File: src/hdl/pic_pkg.sv
package pic_pkg;

  // data widths of the stores and of the command data path
  localparam int ID_W   = 24;
  localparam int PART_W = 48;
  localparam int REV_W  = 16;
  localparam int COMP_W = 40;
  localparam int DATA_W = 48;
  localparam int CNT_W  = 3;

  // command codes served by this bank
  localparam logic [7:0] CMD_MAKER  = 8'h99;
  localparam logic [7:0] CMD_MODEL  = 8'h9a;
  localparam logic [7:0] CMD_REVN   = 8'h9b;
  localparam logic [7:0] CMD_SERIAL = 8'h9e;
  localparam logic [7:0] CMD_PART   = 8'had;
  localparam logic [7:0] CMD_SIREV  = 8'hae;
  localparam logic [7:0] CMD_COMP   = 8'hb1;

  // block byte counts
  localparam logic [2:0] LEN_NONE  = 3'h0;
  localparam logic [2:0] LEN_ID    = 3'h3;
  localparam logic [2:0] LEN_SIREV = 3'h2;
  localparam logic [2:0] LEN_COMP  = 3'h5;
  localparam logic [2:0] LEN_PART  = 3'h6;

  // values held before the first nonvolatile load
  localparam logic [23:0] ID_RST   = 24'h000000;
  localparam logic [39:0] COMP_RST = 40'h0000000000;

  // communication status bit positions
  localparam int CML_IVC_BIT = 7;
  localparam int CML_IVD_BIT = 6;

  // silicon revision field positions
  localparam int SIREV_MAJ_POS = 12;
  localparam int SIREV_MIN_POS = 8;
  localparam int SIREV_SUB_POS = 0;

  // compensation field positions
  localparam int CZI_LO_POS = 24;
  localparam int CZI_HI_POS = 38;
  localparam int CPI_POS    = 33;
  localparam int MUL_POS    = 32;
  localparam int RVI_POS    = 26;
  localparam int CZV_LO_POS = 8;
  localparam int CZV_HI_POS = 22;
  localparam int CPV_POS    = 17;
  localparam int RVV_POS    = 10;
  localparam int GMV_POS    = 4;
  localparam int GMI_POS    = 0;

  // boot phase: waits for the first image load
  typedef enum logic [1:0] {
    PH_BOOT = 2'b01,
    PH_RUN  = 2'b10
  } pic_phase_e;

  typedef struct packed {
    logic              valid;
    logic              write;
    logic [7:0]        code;
    logic [CNT_W-1:0]  count;
    logic [DATA_W-1:0] data;
  } pic_req_s;

  typedef struct packed {
    logic              valid;
    logic              refused;
    logic [CNT_W-1:0]  count;
    logic [DATA_W-1:0] data;
  } pic_resp_s;

  typedef struct packed {
    logic [ID_W-1:0]   maker;
    logic [ID_W-1:0]   model;
    logic [ID_W-1:0]   revn;
    logic [ID_W-1:0]   serial;
    logic [COMP_W-1:0] comp;
  } pic_image_s;

  typedef struct packed {
    logic [3:0] iloop_int_cap_code;
    logic [4:0] iloop_filter_cap_code;
    logic       iloop_int_cap_doubler;
    logic [5:0] iloop_gain_res_code;
    logic [3:0] vloop_int_cap_code;
    logic [4:0] vloop_filter_cap_code;
    logic [5:0] vloop_gain_res_code;
    logic [1:0] vloop_transcond_code;
    logic [1:0] iloop_transcond_code;
  } pic_comp_s;

  typedef struct packed {
    logic       status_byte_cml;
    logic [7:0] status_cml;
  } pic_fault_s;

endpackage

File: src/hdl/pic_comp_fields.sv
`timescale 1ns/1ns
module pic_comp_fields (
  // compensation word in force
  input  wire logic [pic_pkg::COMP_W-1:0] comp,
  // decoded loop selections
  output pic_pkg::pic_comp_s               fld
);
  import pic_pkg::*;

  // split fields join the low-position part over the high-position part
  always_comb begin
    fld.iloop_int_cap_code    = {comp[CZI_LO_POS +: 2],
                                 comp[CZI_HI_POS +: 2]};
    fld.iloop_filter_cap_code = comp[CPI_POS +: 5];
    fld.iloop_int_cap_doubler = comp[MUL_POS];
    fld.iloop_gain_res_code   = comp[RVI_POS +: 6];
    fld.vloop_int_cap_code    = {comp[CZV_LO_POS +: 2],
                                 comp[CZV_HI_POS +: 2]};
    fld.vloop_filter_cap_code = comp[CPV_POS +: 5];
    fld.vloop_gain_res_code   = comp[RVV_POS +: 6];
    fld.vloop_transcond_code  = comp[GMV_POS +: 2];
    fld.iloop_transcond_code  = comp[GMI_POS +: 2];
  end

endmodule

File: src/hdl/pic_ident_comp_regs.sv
`timescale 1ns/1ns
module pic_ident_comp_regs #(
  parameter logic [47:0] PART_CODE = 48'h0a0b0c0d0e0f, // arbitrary value
  parameter logic [3:0]  SIREV_MAJ = 4'h1,             // arbitrary value
  parameter logic [3:0]  SIREV_MIN = 4'h0,             // arbitrary value
  parameter logic [7:0]  SIREV_SUB = 8'h00,            // arbitrary value
  parameter int          SUM_W     = 16
) (
  // clock and reset
  input  wire logic                        clock,
  input  wire logic                        rst,
  // command port from the shared command decoder
  input  wire pic_pkg::pic_req_s           req,
  output pic_pkg::pic_resp_s               resp,
  // communication fault set pulses toward shared status
  output pic_pkg::pic_fault_s              fault,
  // nonvolatile image load (power-up and restore)
  input  wire logic                        nvm_load,
  input  wire pic_pkg::pic_image_s         nvm_image,
  input  wire logic [pic_pkg::COMP_W-1:0]  pin_comp,
  input  wire logic                        strap_override_comp,
  // image handed to the shared store logic, with its sum
  output pic_pkg::pic_image_s              store_image,
  output logic [SUM_W-1:0]                 stored_image_sum,
  // loop hardware
  input  wire logic                        conv_en,
  output pic_pkg::pic_comp_s               loop_comp
);
  import pic_pkg::*;

  initial begin
    if (SUM_W < 8 || SUM_W > 32)
      $error("pic_ident_comp_regs: SUM_W must lie in 8..32");
  end

  // whole module state
  typedef struct packed {
    pic_phase_e        phase;
    logic [ID_W-1:0]   maker;
    logic [ID_W-1:0]   model;
    logic [ID_W-1:0]   revn;
    logic [ID_W-1:0]   serial;
    logic [COMP_W-1:0] comp;
    logic [COMP_W-1:0] comp_hw;
    pic_resp_s         resp;
    pic_fault_s        fault;
    logic [SUM_W-1:0]  sum;
  } pic_state_s;

  pic_state_s state;
  pic_state_s next_state;

  pic_image_s       cur_image;
  logic [SUM_W-1:0] cur_sum;

  // block length of a code; zero means not served here
  function automatic logic [CNT_W-1:0] cmd_len(input logic [7:0] code);
    case (code)
      CMD_MAKER, CMD_MODEL,
      CMD_REVN, CMD_SERIAL: cmd_len = LEN_ID;
      CMD_PART:             cmd_len = LEN_PART;
      CMD_SIREV:            cmd_len = LEN_SIREV;
      CMD_COMP:             cmd_len = LEN_COMP;
      default:              cmd_len = LEN_NONE;
    endcase
  endfunction

  // codes that take no write
  function automatic logic cmd_ro(input logic [7:0] code);
    cmd_ro = (code == CMD_PART) || (code == CMD_SIREV);
  endfunction

  // silicon revision word
  function automatic logic [REV_W-1:0] sirev_word();
    logic [REV_W-1:0] w;
    w = '0;
    w[SIREV_MAJ_POS +: 4] = SIREV_MAJ;
    w[SIREV_MIN_POS +: 4] = SIREV_MIN;
    w[SIREV_SUB_POS +: 8] = SIREV_SUB;
    return w;
  endfunction

  // image as it stands in the stores, handed out for the NVM store
  always_comb begin
    cur_image.maker  = state.maker;
    cur_image.model  = state.model;
    cur_image.revn   = state.revn;
    cur_image.serial = state.serial;
    cur_image.comp   = state.comp;
  end

  pic_image_sum #(
    .SUM_W (SUM_W)
  ) u_sum (
    .img (cur_image),
    .sum (cur_sum)
  );

  pic_comp_fields u_fields (
    .comp (state.comp_hw),
    .fld  (loop_comp)
  );

  // next state: load wins over a request in the same cycle, since a
  // half-loaded image must never be answered from
  always_comb begin
    logic [CNT_W-1:0] len;
    len                      = cmd_len(req.code);
    next_state               = state;
    next_state.resp          = '0;
    next_state.fault         = '0;
    next_state.sum           = cur_sum;

    if (nvm_load) begin
      next_state.phase  = PH_RUN;
      next_state.maker  = nvm_image.maker;
      next_state.model  = nvm_image.model;
      next_state.revn   = nvm_image.revn;
      next_state.serial = nvm_image.serial;
      // override set keeps the pin-detected compensation
      if (strap_override_comp) begin
        next_state.comp    = pin_comp;
        next_state.comp_hw = pin_comp;
      end else begin
        next_state.comp    = nvm_image.comp;
        next_state.comp_hw = nvm_image.comp;
      end
      if (req.valid) begin
        next_state.resp.valid   = 1'b1;
        next_state.resp.refused = 1'b1;
      end
    end else if (req.valid) begin
      next_state.resp.valid = 1'b1;
      case (state.phase)
        PH_BOOT: begin
          // stores hold no image yet
          next_state.resp.refused = 1'b1;
        end
        PH_RUN: begin
          if (len == LEN_NONE) begin
            next_state.resp.refused = 1'b1;
          end else if (req.write) begin
            if (cmd_ro(req.code)) begin
              // stores stay untouched
              next_state.resp.refused             = 1'b1;
              next_state.fault.status_byte_cml    = 1'b1;
              next_state.fault.status_cml[CML_IVC_BIT] = 1'b1;
            end else if (req.count != len) begin
              // wrong block length is bad data, not a bad command
              next_state.resp.refused             = 1'b1;
              next_state.fault.status_byte_cml    = 1'b1;
              next_state.fault.status_cml[CML_IVD_BIT] = 1'b1;
            end else begin
              case (req.code)
                CMD_MAKER:  next_state.maker  = req.data[ID_W-1:0];
                CMD_MODEL:  next_state.model  = req.data[ID_W-1:0];
                CMD_REVN:   next_state.revn   = req.data[ID_W-1:0];
                CMD_SERIAL: next_state.serial = req.data[ID_W-1:0];
                CMD_COMP: begin
                  // reserved bits kept as written; host keeps them zero
                  next_state.comp = req.data[COMP_W-1:0];
                  // while converting the loop keeps its old settings
                  if (!conv_en) begin
                    next_state.comp_hw = req.data[COMP_W-1:0];
                  end
                end
                default: next_state.resp.refused = 1'b1;
              endcase
            end
          end else begin
            next_state.resp.count = len;
            case (req.code)
              CMD_MAKER:  next_state.resp.data = DATA_W'(state.maker);
              CMD_MODEL:  next_state.resp.data = DATA_W'(state.model);
              CMD_REVN:   next_state.resp.data = DATA_W'(state.revn);
              CMD_SERIAL: next_state.resp.data = DATA_W'(state.serial);
              // byte 0 in the low lane goes out first
              CMD_PART:   next_state.resp.data = PART_CODE;
              CMD_SIREV:  next_state.resp.data = DATA_W'(sirev_word());
              CMD_COMP:   next_state.resp.data = DATA_W'(state.comp);
              default:    next_state.resp.data = '0;
            endcase
          end
        end
        default: begin
          next_state.phase        = PH_BOOT;
          next_state.resp.refused = 1'b1;
        end
      endcase
    end
  end

  // state register
  always_ff @(posedge clock or posedge rst) begin
    if (rst) begin
      state.phase   <= PH_BOOT;
      state.maker   <= ID_RST;
      state.model   <= ID_RST;
      state.revn    <= ID_RST;
      state.serial  <= ID_RST;
      state.comp    <= COMP_RST;
      state.comp_hw <= COMP_RST;
      state.resp    <= '0;
      state.fault   <= '0;
      state.sum     <= '0;
    end else begin
      state <= next_state;
    end
  end

  // outputs straight from the state register
  assign resp             = state.resp;
  assign fault            = state.fault;
  assign store_image      = cur_image;
  assign stored_image_sum = state.sum;

endmodule

File: src/hdl/pic_image_sum.sv
`timescale 1ns/1ns
module pic_image_sum #(
  parameter int SUM_W = 16
) (
  // image over which the sum runs
  input  wire pic_pkg::pic_image_s img,
  // byte sum
  output logic [SUM_W-1:0]         sum
);
  import pic_pkg::*;

  localparam int NBYTES = $bits(pic_image_s) / 8;

  initial begin
    if (SUM_W < 8 || SUM_W > 32)
      $error("pic_image_sum: SUM_W must lie in 8..32");
  end

  // plain byte sum; serial bytes are part of the image, so a serial change
  // moves the sum whenever it changes the total of its bytes
  always_comb begin
    sum = '0;
    for (int i = 0; i < NBYTES; i++) begin
      sum = sum + SUM_W'(img[i*8 +: 8]);
    end
  end

endmodule

File: config.mk
export PLATFORM = sky130hd
export DESIGN_NAME = pic_ident_comp_regs
export DESIGN_NICKNAME = d
export VERILOG_FILES = /design/src/hdl/pic_pkg.sv /design/src/hdl/pic_comp_fields.sv /design/src/hdl/pic_ident_comp_regs.sv /design/src/hdl/pic_image_sum.sv
export SDC_FILE = /design/constraint.sdc
export NUM_CORES = 1
export LEC_CHECK = 0
export BUFFER_PORTS_ARGS = -buffer_cell sky130_fd_sc_hd__buf_2
export CAP_MARGIN = 20
export CORE_AREA = 5 5 186 188
export DETAILED_ROUTE_END_ITERATION = 10
export DIE_AREA = 0 0 191 193
export PLACE_DENSITY = 0.88
export SLEW_MARGIN = 20
export SYNTH_ARGS = -nofsm -noshare
export SYNTH_HDL_FRONTEND = slang
export SYNTH_SLANG_ARGS = --single-unit
File: constraint.sdc
create_clock -name clock -period 8.58 [get_ports clock]
set_input_delay 0.858 -clock clock [delete_from_list [all_inputs] [get_ports clock]]
set_output_delay 0.858 -clock clock [all_outputs]
set_load 0.01 [all_outputs]
==> metrics.cfg <==
[yosys]
synth_top_cell_by_area = dfrtp_1
synth_seq_cells = 235
async_flop_share = 1.00
synth_area_mm2 = 0.0161
synthSimpleGateAreaFrac = 0.103
synthMuxAreaShare = 0.0720
seq_area_frac_synth = 0.365
ys.flop_type = dfrtp_1
synth.top_cell.area_share = 0.363
synthTopCellsByArea = dfrtp_1 36%, fa_1 14%, buf_4 12%
synthCells = 1567
synth_xor_area_frac = 0.00815
syn_avg_cell_area_um2 = 10.3
synth_cell_types = 55
synth_fa_ha_area_frac = 0.160
synth_compound_area_frac = 0.120
synth_top_family_by_area = buffers and inverters
synth_edf_count = 0
yosysMostFrequentCell = buf_4
synth_common_cells = 252 x buf_4, 234 x dfrtp_1, 186 x nand2_1
ys_warn_count = 0

[clock_network]
numCtsBuffers = 27
clk_latency_ps = 550
cts_root_buf = clkbuf_16
cts_hold_buf = 0
cts.sinks = 235
cts_resized = 0
post_cts_buffers = 0
clk_pin_slew_ps = 60
cts_tree = done
ctsLongestPathBuffers = 3
htree_levels = 1

[setup_path]
r2r_end = stored_image_sum[11]
critPathLaunchType = flip-flop
cp_cell_sequence = ha_1 > inv_1 > fa_1 > nor2b_1 > o21ai_0 > nand2_1 > xnor2_1 > fa_1 > fa_1 > fa_1 > fa_1 > fa_1 > fa_1 > inv_1 > ha_1 > a21oi_1 > o21ai_0 > a2111oi_0 > o31ai_1 > a21oi_1 > xnor2_1
required_ps = 9060
cp_max_fo = 4
worstRegToRegCells = 21
crit_buf_inv = 2
cp_top_family = adder cells
rrSetupSlack_ps = 2110
crit_path_end_kind = flip-flop
max_stage_delay_ps = 640
criticalPathCategory = flip-flop to flip-flop
cp.arrival_ps = 6950
cp_slowest_cell = a2111oi_0
path_common_cell = fa_1
rr_startpoint = store_image[8]

[grt]
grt_max_degree = 106
grt_pass1_wl_um = 83800
grt_pass1_vias = 13046
grt_use_total = 0.306
grt_antenna_before_repair = 9
overflow = 0

[sta]
fin_crit_sh = 0.754
finalHoldViolations = 0
setup_viol = 0
maxSlewHeadroom = 0.282
period_minus_slack_ps = 6470
timing.setup.tns_ps = 0
rsz0062_at_grt = false
max_freq_mhz = 155
fin_skew_ps = 19.4
maxSlewViolCount = 0
tightest_slew_ps = 1080

[die]
start_util = 0.489
die_w_um = 191
pin_count = 491
coreArea_mm2 = 0.0329
die_area_mm2 = 0.0369
core.rowCount = 67
die_h_um = 193

[final_layout]
nFillCells = 2893
multi_input_area_mm2 = 0.00757
nNetsFinal = 2153
drive_gt1_frac = 0.363
seqCellArea_mm2 = 0.00588
syn_to_final_growth_pct = 11.9
stdcell_count = 2247

[routing]
final_antenna_net_count = 0
drt-initial-drc-count = 1254
via_per_inst = 5.68
drt_wl_total_um = 58200
routedWlPerCell_um = 25.9
drc = 0
dr.pass1.iters = 7
vias = 12769

[pwr]
p_per_area_mw_per_mm2 = 465
cellLeakagePower_uw = 0.00897
peakVddDrop_mv = 0.873

[min_path]
hp-class = input pin to async pin

[job]
drv_cap = 0

[run_status]
status = finished, final reports clean

[place]
dpl.cell_count = 2188
dp_hpwl_um = 44800
place.gp.congestion = 0.983
port_buffers = 467

==> state kept, by name, summed over array words and instances, names as in the netlist <==
register,count
state,37
stored_image_sum,13
store_image,136
resp,46
fault,3
==> worst reg2reg max path, cell delays in order, from the launching register on <==
cell and delay (ps):
dfrtp_1 430, ha_1 220, inv_1 70, fa_1 200
nor2b_1 50, o21ai_0 320, nand2_1 120, xnor2_1 210
fa_1 470, fa_1 530, fa_1 440, fa_1 510
fa_1 440, fa_1 490, inv_1 40, ha_1 300
a21oi_1 230, o21ai_0 190, a2111oi_0 640, o31ai_1 150
a21oi_1 210, xnor2_1 130
==> routing by layer <==
metal / GRT usage / wire [um] / up-vias
met1: 0.421 / 23400 / 6392
met5: 0 / 33 / -
met3: 0.0709 / 5530 / 147
met4: 0.106 / 2440 / 6
li1: - / - / 5442
met2: 0.481 / 26800 / 782
==> metrics by stage <==
step	cell area (um2)	total power (uW)	worst slack, ps	hold slack (ps)	util
CTS	18000	8390	2150	434	0.545
floorplan	16200	5910	1280	450	-
global route	18000	9250	1860	463	0.547
finish	18000	8380	2110	374	0.547
global placement	17100	6860	2240	463	0.518
detailed placement	17100	7180	2160	475	0.518
==> placed cells by master (no fill, tap or decap), types with 8 or more instances in the layout <==
| cell type | instances |
|---|---|
| a21oi_1 | 37 |
| a221o_1 | 12 |
| a222oi_1 | 14 |
| a22o_1 | 16 |
| a22oi_1 | 35 |
| a31oi_1 | 12 |
| and2_1 | 8 |
| buf_2 | 466 |
| buf_4 | 15 |
| clkbuf_16 | 27 |
| conb_1 | 15 |
| dfrtp_1 | 234 |
| fa_1 | 110 |
| ha_1 | 30 |
| inv_1 | 156 |
| mux2_2 | 102 |
| nand2_1 | 185 |
| nand3b_1 | 74 |
| nor2_1 | 27 |
| o211ai_1 | 89 |
| o21ai_0 | 17 |
| xnor2_1 | 12 |
==> power by group <==
group          leakage [uW]  internal, uW  switching [uW]
Sequential          0.00295          1360             153
Combinational       0.00556          2560            3130
Clock              0.000447           678             497
Total               0.00897          4600            3780
==> cell families after synthesis <==
kind of cell,after synthesis
AO/OA/AOI/OAI,260
XOR/XNOR,15
adder cells (fa/ha/maj),140
buffers and inverters,480
flip-flops,235
multiplexers,103
other,1
AND/OR/NAND/NOR,333
==> worst max-delay path by stage <==
| stage | from | endpoint | slack, ps | depth (start not counted) |
|---|---|---|---|---|
| final | store_image[8] | stored_image_sum[11] | 2110 | 21 |
| after global routing | store_image[8] | stored_image_sum[11] | 1860 | 21 |
| after CTS | store_image[8] | stored_image_sum[11] | 2150 | 21 |
| after detailed placement | store_image[8] | stored_image_sum[11] | 2160 | 21 |
| after global placement | store_image[0] | stored_image_sum[11] | 2240 | 21 |
| after floorplan | rst | fault[6] | 1280 | 1 |
==> final cells by class <==
cell class,count,area share
clock buffers,34,0.0411
inverters,157,0.0331
flip-flops and latches,235,0.326
multi-input cells,866,0.420
diodes,7,0.000971
well taps,448,0.0311
clock inverters,16,0.00860
repair buffers,484,0.139
(Power assumes the default switching activity.)
